--- src/rtl/anstat_cfg.svh ---
// Constants for the auto-negotiation next-page and expansion status bank.
// Assumes a 5-bit management register address and 16-bit register data.
`ifndef ANSTAT_CFG_SVH
`define ANSTAT_CFG_SVH

// Register addresses.
`define ADDR_NP_ABIL    5'h05
`define ADDR_EXP_STAT   5'h06
`define ADDR_IRQ_STAT   5'h10
`define ADDR_IRQ_MASK   5'h11

// Expansion status bit positions.
`define EXP_PDF_BIT     4
`define EXP_LP_NP_BIT   3
`define EXP_LOC_NP_BIT  2
`define EXP_PAGE_BIT    1
`define EXP_LP_AN_BIT   0
`define EXP_RSVD_HI     15
`define EXP_RSVD_LO     5

// Received next-page word bit positions.
`define NP_REQ_BIT      15
`define NP_MP_BIT       13
`define NP_COMPLY_BIT   12

// Interrupt status bit positions.
`define IRQ_PAGE_BIT    0
`define IRQ_FAULT_BIT   1

// Reset values.
`define NP_WORD_RST     16'h0000
`define IRQ_RST         2'h0
`define DATA_ZERO       16'h0000
`define LOC_NP_VALUE    1'h1
`define IRQ_PAD         14'h0000
`define RSVD_ZERO       11'h000

`endif

--- src/rtl/anstat_pkg.sv ---
// Types shared by the auto-negotiation status bank.
// Assumes the including design pulls in anstat_cfg.svh for constants.
package anstat_pkg;

    // Received next-page word as it sits in the register.
    typedef struct packed {
        logic        next_page_request;
        logic        partner_receipt_confirm;
        logic        message_page_flag;
        logic        partner_comply_flag;
        logic        toggle;
        logic [10:0] code;
    } np_word_t;

    // One management request cycle.
    typedef struct packed {
        logic [4:0]  addr;
        logic [15:0] wdata;
        logic        wr;
        logic        rd;
    } mgmt_req_t;

    // Two interrupt sources: page received and parallel-detect fault.
    typedef logic [1:0] irq_bits_t;

endpackage

--- src/rtl/autoneg_status.sv ---
// Auto-negotiation received next-page word and expansion status registers.
// Assumes the auto-negotiation machine runs on clk and drives its inputs
// synchronously; the management port is a plain single-cycle strobe port.
//
// How it works
// - The negotiation machine alone sets and clears the receipt confirm bit from bursts.
// - Bit 13 shows the message page flag, marking the code field as a message code.
// - With the flag low the code field is an unformatted page, resets to zero, read-only.
// - Bit 12 shows whether the partner can comply, resets to zero, read-only.
// - Bit 11 reads the inverse of the toggle bit in the last transmitted code word.
// - The expansion status register answers at address 0x06.
// - Expansion bits 15:5 ignore writes and always read zero.
// - Expansion bit 4 shows a parallel detection fault and resets to zero.
// - Expansion bit 3 shows the partner is next-page capable and resets to zero.
// - Expansion bit 2 always reads one, the local side being next-page capable.
// - Expansion bit 1 sets on a received code word and clears on a read.
// - Expansion bit 0 shows the partner is auto-negotiation capable, reset zero.
// - The received next-page word answers at address 0x05.
// - Bit 15 shows the partner wants another next page and resets to zero.
`include "anstat_cfg.svh"

module autoneg_status
    import anstat_pkg::*;
(
    input  wire logic      clk,
    input  wire logic      sys_rst,
    input  wire mgmt_req_t mgmt_req,
    output logic [15:0]    rd_data,
    output logic           irq,
    input  wire logic      page_rx_stb,
    input  wire np_word_t  page_rx_word,
    input  wire logic      tx_toggle_last,
    input  wire logic      pd_fault,
    input  wire logic      partner_np_capable,
    input  wire logic      partner_an_capable
);

    ////////////////////////////////////////////////////////////////////////
    // Helpers.

    // True when a request addresses the given register.
    function automatic logic hit(input logic [4:0] addr, input logic [4:0] target);
        hit = (addr == target);
    endfunction

    // Assembles the expansion word; reserved bits stay zero.
    function automatic logic [15:0] exp_word(
        input logic parallel_detect_fault,
        input logic lp_np,
        input logic page,
        input logic lp_an
    );
        logic [15:0] w;
        w = `DATA_ZERO;
        w[`EXP_PDF_BIT]    = parallel_detect_fault;
        w[`EXP_LP_NP_BIT]  = lp_np;
        w[`EXP_LOC_NP_BIT] = `LOC_NP_VALUE;
        w[`EXP_PAGE_BIT]   = page;
        w[`EXP_LP_AN_BIT]  = lp_an;
        exp_word = w;
    endfunction

    ////////////////////////////////////////////////////////////////////////
    // State.

    np_word_t    np_word_r;
    logic        page_rx_r;
    logic        pdf_r;
    logic        lp_np_r;
    logic        lp_an_r;
    logic        pdf_prev_r;
    irq_bits_t   irq_stat_r;
    irq_bits_t   irq_stat_nxt;
    irq_bits_t   irq_mask_r;
    logic [15:0] rd_data_r;
    logic [15:0] rd_data_nxt;
    logic        irq_r;

    logic        exp_read;
    logic        irq_read;
    logic        fault_rise;

    assign exp_read   = mgmt_req.rd && hit(mgmt_req.addr, `ADDR_EXP_STAT);
    assign irq_read   = mgmt_req.rd && hit(mgmt_req.addr, `ADDR_IRQ_STAT);
    assign fault_rise = pd_fault && !pdf_prev_r;

    ////////////////////////////////////////////////////////////////////////
    // Received next-page word.

    // The whole word is captured on the receive strobe, never by software,
    // so a read always sees one page rather than a mix of two.
    always_ff @(posedge clk) begin
        if (sys_rst) begin
            np_word_r <= `NP_WORD_RST;
        end else if (page_rx_stb) begin
            np_word_r.next_page_request       <= page_rx_word.next_page_request;
            np_word_r.partner_receipt_confirm <= page_rx_word.partner_receipt_confirm;
            np_word_r.message_page_flag       <= page_rx_word.message_page_flag;
            np_word_r.partner_comply_flag     <= page_rx_word.partner_comply_flag;
            np_word_r.toggle                  <= ~tx_toggle_last;
            np_word_r.code                    <= page_rx_word.code;
        end
    end

    ////////////////////////////////////////////////////////////////////////
    // Expansion status.

    // Page flag: set on a received word, cleared by a read. The set wins
    // so a page arriving in the clearing cycle is still reported.
    always_ff @(posedge clk) begin
        if (sys_rst) begin
            page_rx_r <= 1'h0;
        end else if (page_rx_stb) begin
            page_rx_r <= 1'h1;
        end else if (exp_read) begin
            page_rx_r <= 1'h0;
        end
    end

    // Partner status levels follow the negotiation machine directly.
    always_ff @(posedge clk) begin
        if (sys_rst) begin
            pdf_r      <= 1'h0;
            lp_np_r    <= 1'h0;
            lp_an_r    <= 1'h0;
            pdf_prev_r <= 1'h0;
        end else begin
            pdf_r      <= pd_fault;
            lp_np_r    <= partner_np_capable;
            lp_an_r    <= partner_an_capable;
            pdf_prev_r <= pd_fault;
        end
    end

    ////////////////////////////////////////////////////////////////////////
    // Interrupt status and mask.

    // Sticky events; a read clears only the bits not set in the same cycle.
    always_comb begin
        irq_stat_nxt = irq_stat_r;
        if (irq_read) begin
            irq_stat_nxt = `IRQ_RST;
        end
        if (page_rx_stb) begin
            irq_stat_nxt[`IRQ_PAGE_BIT] = 1'h1;
        end
        if (fault_rise) begin
            irq_stat_nxt[`IRQ_FAULT_BIT] = 1'h1;
        end
    end

    always_ff @(posedge clk) begin
        if (sys_rst) begin
            irq_stat_r <= `IRQ_RST;
        end else begin
            irq_stat_r <= irq_stat_nxt;
        end
    end

    // The mask is the only register software writes.
    always_ff @(posedge clk) begin
        if (sys_rst) begin
            irq_mask_r <= `IRQ_RST;
        end else if (mgmt_req.wr && hit(mgmt_req.addr, `ADDR_IRQ_MASK)) begin
            irq_mask_r <= mgmt_req.wdata[`IRQ_FAULT_BIT:`IRQ_PAGE_BIT];
        end
    end

    // The level follows status one cycle later, so it drops the cycle
    // after the clearing read answers.
    always_ff @(posedge clk) begin
        if (sys_rst) begin
            irq_r <= 1'h0;
        end else begin
            irq_r <= |(irq_stat_r & irq_mask_r);
        end
    end

    ////////////////////////////////////////////////////////////////////////
    // Read path.

    // Writes to the status words fall through unmatched and change nothing.
    always_comb begin
        rd_data_nxt = `DATA_ZERO;
        if (mgmt_req.rd) begin
            case (mgmt_req.addr)
                `ADDR_NP_ABIL:  rd_data_nxt = np_word_r;
                `ADDR_EXP_STAT: rd_data_nxt = exp_word(pdf_r, lp_np_r, page_rx_r,
                                                       lp_an_r);
                `ADDR_IRQ_STAT: rd_data_nxt = {`IRQ_PAD, irq_stat_r};
                `ADDR_IRQ_MASK: rd_data_nxt = {`IRQ_PAD, irq_mask_r};
                default:        rd_data_nxt = `DATA_ZERO;
            endcase
        end
    end

    // Read data stand only in the cycle after the strobe.
    always_ff @(posedge clk) begin
        if (sys_rst) begin
            rd_data_r <= `DATA_ZERO;
        end else begin
            rd_data_r <= rd_data_nxt;
        end
    end

    assign rd_data = rd_data_r;
    assign irq     = irq_r;
endmodule

--- config.mk ---
export PLATFORM = sky130hd
export DESIGN_NAME = autoneg_status
export DESIGN_NICKNAME = d
export VERILOG_FILES = /design/src/rtl/anstat_pkg.sv /design/src/rtl/autoneg_status.sv
export VERILOG_INCLUDE_DIRS = /design/src /design/src/rtl
export SDC_FILE = /design/constraint.sdc
export NUM_CORES = 1
export LEC_CHECK = 0
export BUFFER_PORTS_ARGS = -buffer_cell sky130_fd_sc_hd__buf_2
export CAP_MARGIN = 20
export CORE_AREA = 2 2 59 61
export CTS_BUF_LIST = sky130_fd_sc_hd__clkbuf_2
export CTS_CLUSTER_DIAMETER = 100
export DETAILED_ROUTE_END_ITERATION = 10
export DIE_AREA = 0 0 61 63
export GPL_TIMING_DRIVEN = 0
export PLACE_DENSITY = 0.79
export SYNTH_ARGS = -nofsm -noshare
export SYNTH_HDL_FRONTEND = slang
export SYNTH_SLANG_ARGS = --single-unit
--- constraint.sdc ---
create_clock -name clk -period 1.36 [get_ports clk]
set_clock_uncertainty 0.1 [all_clocks]
set_input_delay 0.068 -clock clk [delete_from_list [all_inputs] [get_ports clk]]
set_output_delay 0.068 -clock clk [all_outputs]
set_load 0.005 [all_outputs]
==> results of run 1 <==
## synthesized netlist by cell type, types with 2 or more instances
cell type / n
and2_1: 11
a32oi_1: 3
buf_2: 3
mux2i_1: 15
nand2b_1: 2
inv_1: 2
nor3b_1: 3
nand3_1: 6
a21oi_1: 8
nand4_1: 2
clkbuf_1: 3
nor2_1: 17
o21ai_0: 4
mux2_2: 2
nor4bb_1: 2
nor2b_1: 3
dfxtp_1: 41
## area by class of cell
cell class	instances	share of cell area, %
Inverter	2	0.345
Clock inverter	2	1.55
Buffer	8	1.72
Sequential cell	41	37.8
Timing Repair Buffer	81	26.9
Tap cell	46	2.64
Multi-Input combinational cell	88	27.7
Clock buffer	6	1.38
## flip-flops by register name (all words and copies together), names as in the netlist
| signal | flops |
|---|---|
| np_word_r | 16 |
| rd_data | 16 |
| irq_mask_r | 2 |
| irq_stat_r | 2 |
| irq | 1 |
| lp_an_r | 1 |
| lp_np_r | 1 |
| page_rx_r | 1 |
| pdf_prev_r | 1 |
## kinds of logic after synthesis
kind of cell           share of synthesized area [%]
and+or+nand+nor                                 20.8
DFF                                             55.9
AOI/OAI and AO/OA                               8.52
muxes                                           11.8
buffers and inverters                           3.07
## worst reg2reg max path, cell delays in order, from the launching register on
cell	delay [ns]
dfxtp_1	0.36
mux2i_1	0.13
dlygate4sd3_1	0.58
nor2_1	0.04
## worst min path at each step
stage / startpoint / end / slack [ns]
after floorplan: tx_toggle_last / np_word_r[11] / 0.07
after global placement: tx_toggle_last / np_word_r[11] / 0.17
after detailed placement: tx_toggle_last / np_word_r[11] / 0.18
after CTS: mgmt_req[20] / irq_mask_r[1] / -0.03
after global routing: mgmt_req[20] / irq_mask_r[1] / 0.003
final: mgmt_req[21] / rd_data[3] / -0.02
## power groups by stage
stage | Combinational [mW] | Sequential, mW | Clock, mW
6_report | 0.265 | 1.26 | 0.695
2_1_floorplan | 0.100 | 1.28 | 0
5_1_grt | 0.294 | 1.27 | 0.779
4_1_cts | 0.264 | 1.26 | 0.708
3_3_place_gp | 0.169 | 1.29 | 0
3_5_place_dp | 0.172 | 1.29 | 0
## layer usage
| layer | GRT usage [%] | vias to the layer above |
|---|---|---|
| met2 | 34.3 | 45 |
| met3 | 7.04 | 6 |
| met1 | 23.9 | 596 |
| met4 | 7.34 | 0 |
| li1 | - | 659 |
| met5 | 0 | - |
## per-stage QoR
stage          instances  setup WS [ns]  setup TNS (ns)
6_report             274         0.0547               0
3_3_place_gp         230        -0.0717         -0.0726
3_5_place_dp         230        -0.0959         -0.0986
5_1_grt              274       0.000617               0
4_1_cts              275          0.101               0
2_1_floorplan        139          0.231               0
## what timing repair did
action	CTS	global route
endpoints found under the setup margin	0	1
endpoints found under the hold margin	29	0
gates resized for setup	0	1
hold buffers	37	0
==> impl_metrics.ini, run 1 <==
[yosys]
yosys.area.top_type_share_pct = 55.9
ys_ff_latch = 41
yosysTopAreaCell = dfxtp_1
synth_warnings = 0
synth_flop_cell = dfxtp_1
syn_nets = 185
syn-cell-area_sq_mm = 0.00147
synth_edf_count = 0
synth_area_leaders = dfxtp_1 (56%), mux2i_1 (10%), and2_1 (4.7%)
synth-seq-area-share_pct = 55.9
synth_cells = 139
synth_area_per_cell_sq_um = 10.6
synthArstFlopShare_pct = 0
synth_cell_types = 29

[global_route]
grt_pass1_wl_um = 5760
gr-total-overflow = 0
grt_pass1_vias = 1290
grt_antenna_before_repair = 0
track_usage_pct = 20.6
grt_max_degree = 13

[power_and_ir_drop]
power_mw = 2.22
p_int_mw = 1.72
p_leak_nw = 0.990
combinationalPowerShare_pct = 11.9
swShare_pct = 22.8
power.switching_mw = 0.507
clockPowerShare_pct = 31.2
vdd_drop_max_mv = 0.660
p_seq_share_pct = 56.8
power_density_mw_per_mm2 = 1020

[floorplan]
start_util_pct = 45.5
placementRows = 21
io_pins = 63
die_y_um = 63
die_width_um = 61
fp.coreArea_sq_mm = 0.00323
dieArea_sq_mm = 0.00384

[place]
dp_hpwl_um = 2030
place_area_sq_mm = 0.00175
io_buffers = 45
place.gp.congestion = 0.795

[setup_path]
critical-path-top-delay-family = buffers and inverters
crit_chain = mux2i_1 -> dlygate4sd3_1 -> nor2_1
worstPathArrival_ns = 1.50
endpoint = np_word_r[3]
worst-path-buf-inv = 1
worstRegToRegCells = 3
cp.depth = 3
ff2ff_setup_slack_ns = 0.05
cpMaxStageDelayCell = dlygate4sd3_1
regToRegStartpoint = np_word_r[3]
r2r-end = np_word_r[3]
crit_path_start_kind = flop
worstPathMaxFanout = 2
cp_slowest_stage_delay_ns = 0.58
worstSetupStartpoint = np_word_r[3]
critical_path_class = flop to flop
end_kind = flop
crit_required_ns = 1.56

[sta]
min_period_ns = 1.31
tightest_slew_ns = 0.767
holdWs_ns = -0.0172
slew_headroom_pct = 48.1
rsz0062_at_grt = no
fmax_ghz = 0.766
hold_violations = 5
finalSetupViolations = 0
min_period_over_period_pct = 96.0
slew_violations = 0

[run_status]
violations = negative hold slack
outcome = finished, violations left

[cts]
insertion_delay_ns = 0.39
htree_levels = 2
post_cts_buffers = 0
tritoncts = done
cts-root-buf = clkbuf_2
clock_sinks = 41
cts_made_buffers = 5
clock_path_buffers = 2
path_clk_slew_ns = 0.19

[route]
drcViolationCount = 0
viasPerCell = 4.77
wl_met1_um = 1440
wl_met2_um = 1720
ant_nets = 0
vias = 1306
top_layer_used = met4
routedWlPerCell_um = 12.5
drt_iter0_markers = 18
dr_wl_met3_um = 206
drt-total-wl_um = 3420
dr.pass1.iters = 4

[final_layout]
final_common_cell = buf_2
seq_area_sq_um = 822
most-common-layout-cells = buf_2 (48), dfxtp_1 (40), dlygate4sd3_1 (36)
nets = 273
area_growth_pct = 48.2
multi_input_area_sq_um = 603
drive_above_1_share_pct = 26.3
final_area_sq_mm = 0.00218
fillers = 286
post-route-util_pct = 67.4
num_antenna_cells = 0

[flow_run]
cap_viol_max_count = 0

[hold_path]
hold_path_depth = 4
holdCritPathClass = input port to flop
Note: power is estimated with default switching activity, not from simulation.
==> run 2, diff against run 1 <==
--- a/config.mk
+++ b/config.mk
@@ -8,11 +8,11 @@
 export LEC_CHECK = 0
 export BUFFER_PORTS_ARGS = -buffer_cell sky130_fd_sc_hd__buf_2
 export CAP_MARGIN = 20
-export CORE_AREA = 2 2 59 61
+export CORE_AREA = 2 2 45 79
 export CTS_BUF_LIST = sky130_fd_sc_hd__clkbuf_2
 export CTS_CLUSTER_DIAMETER = 100
 export DETAILED_ROUTE_END_ITERATION = 10
-export DIE_AREA = 0 0 61 63
+export DIE_AREA = 0 0 47 81
 export GPL_TIMING_DRIVEN = 0
 export PLACE_DENSITY = 0.79
 export SYNTH_ARGS = -nofsm -noshare
==> impl_metrics.ini, run 2 (same netlist as run 1, synthesis figures left out) <==
[global_route]
grt_pass1_wl_um = 5340
grt_max_degree = 13
grt_antenna_before_repair = 0
gr-total-overflow = 0
track_usage_pct = 20.1
grt_pass1_vias = 1240

[power_and_ir_drop]
combinationalPowerShare_pct = 11.5
p_int_mw = 1.69
clockPowerShare_pct = 30.9
vdd_drop_max_mv = 0.695
power_mw = 2.19
power_density_mw_per_mm2 = 1020
p_seq_share_pct = 57.6
p_leak_nw = 0.986
power.switching_mw = 0.502
swShare_pct = 22.9

[setup_path]
r2r-end = np_word_r[10]
ff2ff_setup_slack_ns = 0.06
cp_slowest_stage_delay_ns = 0.57
worstPathArrival_ns = 1.51
end_kind = flop
crit_path_start_kind = flop
worstPathMaxFanout = 2
cpMaxStageDelayCell = dlygate4sd3_1
crit_chain = mux2i_1 -> dlygate4sd3_1 -> nor2_1
crit_required_ns = 1.57
critical_path_class = flop to flop
regToRegStartpoint = np_word_r[10]
worstRegToRegCells = 3

[route]
viasPerCell = 4.88
dr.pass1.iters = 5
ant_nets = 0
drt-total-wl_um = 3410
drcViolationCount = 0
routedWlPerCell_um = 12.6
drt_iter0_markers = 23
vias = 1317

[floorplan]
die_width_um = 47
start_util_pct = 45.6
io_pins = 63
dieArea_sq_mm = 0.00381
die_y_um = 81
fp.coreArea_sq_mm = 0.00322
placementRows = 28

[place]
place.gp.congestion = 0.828
io_buffers = 45
dp_hpwl_um = 2200
place_ws_ns = -0.112

[flow_run]
cap_viol_max_count = 0

[cts]
cts_made_buffers = 5
tritoncts = done
htree_levels = 2
insertion_delay_ns = 0.40
clock_path_buffers = 2
cts-root-buf = clkbuf_2
path_clk_slew_ns = 0.19
clock_sinks = 41

[sta]
fin_ws_ns = 0.0577
holdWs_ns = -0.0192
hold_violations = 3
fin_tns_setup_ns = 0
slew_violations = 0
min_period_ns = 1.30
min_period_over_period_pct = 95.8
finalSetupViolations = 0
fmax_ghz = 0.768
slew_headroom_pct = 43.0
rsz0062_at_grt = no
tightest_slew_ns = 0.843

[hold_path]
min_from = mgmt_req[20]
holdPathEnd = irq_mask_r[1]
holdCritPathClass = input port to flop
hold_path_depth = 4

[final_layout]
nets = 271
area_growth_pct = 46.5
final_common_cell = buf_2
num_antenna_cells = 0
drive_above_1_share_pct = 26.7
most-common-layout-cells = buf_2 (48), dfxtp_1 (40), dlygate4sd3_1 (34)

[run_status]
outcome = finished, violations left
violations = negative hold slack
[run 2: changes by cell type in the layout (fill, tap and decap cells not counted), sizes merged]
cell,previous run,this run
dlygate4sd3,36,34
clkbuf,9,8
[run 2: worst max path at each step]
stage	startpoint	endpoint	slack (ns)	cells after the start
after global placement	mgmt_req[18]	rd_data[1]	-0.10	5
final	np_word_r[10]	np_word_r[10]	0.06	3
after CTS	mgmt_req[19]	rd_data[3]	0.11	5
after floorplan	mgmt_req[18]	rd_data[1]	0.23	4
after detailed placement	mgmt_req[18]	rd_data[1]	-0.11	5
after global routing	np_word_r[6]	np_word_r[6]	0.02	3
[run 2: stage by stage]
step	instance area (sq um)	utilization [%]	hold slack, ns	std cells
3_5_place_dp	1750	54.3	0.166	229
3_3_place_gp	1750	54.3	0.165	229
5_1_grt	2150	66.8	-0.00663	270
2_1_floorplan	1470	-	0.0670	139
6_report	2150	66.8	-0.0192	270
4_1_cts	2120	65.8	-0.0226	267
[run 2: routing by layer]
layer | global-route usage (%) | share of wire (%) | up-vias
li1 | - | - | 659
met1 | 20.9 | 37 | 597
met2 | 34.5 | 54 | 52
met3 | 6.00 | 5.1 | 9
met4 | 10.6 | 3.0 | 0
met5 | 0 | 0 | -
[run 2: power groups by stage]
| stage | clock, mW | combinational, mW | sequential [mW] |
|---|---|---|---|
| 2_1_floorplan | 0 | 0.100 | 1.28 |
| 3_3_place_gp | 0 | 0.169 | 1.29 |
| 3_5_place_dp | 0 | 0.174 | 1.29 |
| 4_1_cts | 0.686 | 0.244 | 1.26 |
| 5_1_grt | 0.741 | 0.276 | 1.27 |
| 6_report | 0.677 | 0.252 | 1.26 |
[run 2: cell type report]
class / instances / area (sq um)
Fill cell: 278 / 1070
Sequential cell: 41 / 822
Multi-Input combinational cell: 88 / 603
Timing Repair Buffer: 79 / 566
Tap cell: 45 / 56.3
Buffer: 8 / 37.5
Clock inverter: 2 / 35.0
Clock buffer: 5 / 25.0
Inverter: 2 / 7.51
[run 2: timing repair]
| action | CTS | global route |
|---|---|---|
| hold buffers | 31 | 4 |
| hold endpoints to repair | 29 | 5 |
| resized for setup | 0 | 1 |
| setup buffers | 0 | 0 |
| endpoints found under the setup margin | 0 | 1 |
[run 2: worst max-delay path, delay by kind of cell, from the launching register on]
kind	cells	cell delay, ns
buffers and inverters	1	0.57
flip-flops	1	0.35
multiplexers	1	0.13
AND/OR/NAND/NOR	1	0.05
==> run 3, diff against run 2 <==
--- a/config.mk
+++ b/config.mk
@@ -14,7 +14,7 @@
 export DETAILED_ROUTE_END_ITERATION = 10
 export DIE_AREA = 0 0 47 81
 export GPL_TIMING_DRIVEN = 0
-export PLACE_DENSITY = 0.79
+export PLACE_DENSITY_LB_ADDON = 0.25
 export SYNTH_ARGS = -nofsm -noshare
 export SYNTH_HDL_FRONTEND = slang
 export SYNTH_SLANG_ARGS = --single-unit
==> impl_metrics.ini, run 3 (same netlist as run 1, synthesis figures left out) <==
[run_status]
outcome = finished, violations left
violations = negative hold slack

[sta]
holdWs_ns = -0.00972
hold_violations = 2
rsz0062_at_grt = no
min_period_ns = 1.31
fmax_ghz = 0.761
tightest_slew_ns = 0.811
fin_ws_ns = 0.0457
min_period_over_period_pct = 96.6
fin_tns_setup_ns = 0
slew_headroom_pct = 45.2
slew_violations = 0
finalSetupViolations = 0

[flow_run]
cap_viol_max_count = 0

[global_route]
grt_pass1_vias = 1335
gr-total-overflow = 0
grt_pass1_wl_um = 5510
track_usage_pct = 20.3
grt_antenna_before_repair = 0
grt_max_degree = 13

[setup_path]
worstPathMaxFanout = 2
crit_chain = mux2i_1 -> dlygate4sd3_1 -> nor2_1
cpMaxStageDelayCell = dlygate4sd3_1
worst-path-buf-inv = 1
worstSetupStartpoint = np_word_r[1]
r2r-end = np_word_r[1]
critical-path-top-delay-family = buffers and inverters
worstPathArrival_ns = 1.51
end_kind = flop
crit_path_start_kind = flop
cp.depth = 3
crit_required_ns = 1.56
worstRegToRegCells = 3
cp_slowest_stage_delay_ns = 0.58
ff2ff_setup_slack_ns = 0.05
critical_path_class = flop to flop
regToRegStartpoint = np_word_r[1]
endpoint = np_word_r[1]

[floorplan]
die_width_um = 47
fp.coreArea_sq_mm = 0.00322
dieArea_sq_mm = 0.00381
die_y_um = 81
placementRows = 28
start_util_pct = 45.6
io_pins = 63

[final_layout]
num_antenna_cells = 0
nets = 273
multi_input_area_sq_um = 611
final_area_sq_mm = 0.00218
drive_above_1_share_pct = 27.2
final_common_cell = buf_2
area_growth_pct = 48.5
post-route-util_pct = 67.7
fillers = 274
most-common-layout-cells = buf_2 (48), dfxtp_1 (40), dlygate4sd3_1 (35)
seq_area_sq_um = 822
instances_no_fill = 273

[route]
viasPerCell = 4.92
drcViolationCount = 0
routedWlPerCell_um = 12.4
drt-total-wl_um = 3370
vias = 1343
ant_nets = 0
drt_iter0_markers = 45
dr.pass1.iters = 4

[place]
place_ws_ns = -0.114
place.gp.congestion = 0.860
dp_hpwl_um = 2270
place_area_sq_mm = 0.00175
place_inst = 229
io_buffers = 45

[power_and_ir_drop]
power_density_mw_per_mm2 = 1020
power_mw = 2.22
vdd_drop_max_mv = 0.795
p_leak_nw = 0.997

[cts]
cts-root-buf = clkbuf_2
clock_path_buffers = 2
clock_sinks = 41
tritoncts = done
htree_levels = 2
insertion_delay_ns = 0.39
path_clk_slew_ns = 0.18
cts_made_buffers = 5

[hold_path]
holdCritPathClass = input port to flop
hold_path_depth = 4
-- run 3: layer usage --
metal / GRT usage (%) / wire, um / vias up / part of all wire (%)
li1: - / - / 662 / -
met1: 19.1 / 1250 / 620 / 37
met2: 34.7 / 1820 / 47 / 54
met3: 5.11 / 137 / 14 / 4.1
met4: 16.1 / 157 / 0 / 4.7
met5: 0 / 0 / - / 0
-- run 3: cell type report --
class	instances	area share [%]
tap	45	2.58
sequential	41	37.7
buffer	8	1.72
multi-input combinational	88	28.0
inverter	2	0.344
clock inverter	2	1.55
clock buffer	6	1.38
timing repair buffer	81	26.7
-- run 3: how the worst min path moves through the flow --
stage	slack [ns]	from	to
after floorplan	0.07	tx_toggle_last	np_word_r[11]
after global placement	0.15	tx_toggle_last	np_word_r[11]
after detailed placement	0.16	tx_toggle_last	np_word_r[11]
after CTS	-0.03	mgmt_req[20]	irq_mask_r[0]
after global routing	-0.01	mgmt_req[20]	irq_mask_r[1]
final	-0.01	mgmt_req[20]	irq_mask_r[0]
-- run 3: power breakdown --
part | total [mW] | internal [mW] | switching (mW)
clock network | 0.691 | 0.314 | 0.377
registers | 1.26 | 1.24 | 0.0192
logic | 0.264 | 0.156 | 0.108
-- run 3: repair_timing --
item                                    4_1_cts  5_1_grt
endpoints found under the setup margin        0        2
hold buffers                                 36        1
gates resized for setup                       0        2
hold endpoints to repair                     28        5
setup buffers                                 0        1
-- run 3: worst reg2reg max path: cells and delay by family, from the launching register on --
family,cells,cell delay [ns]
buffers and inverters,1,0.58
flip-flops,1,0.36
multiplexers,1,0.14
AND/OR/NAND/NOR,1,0.04
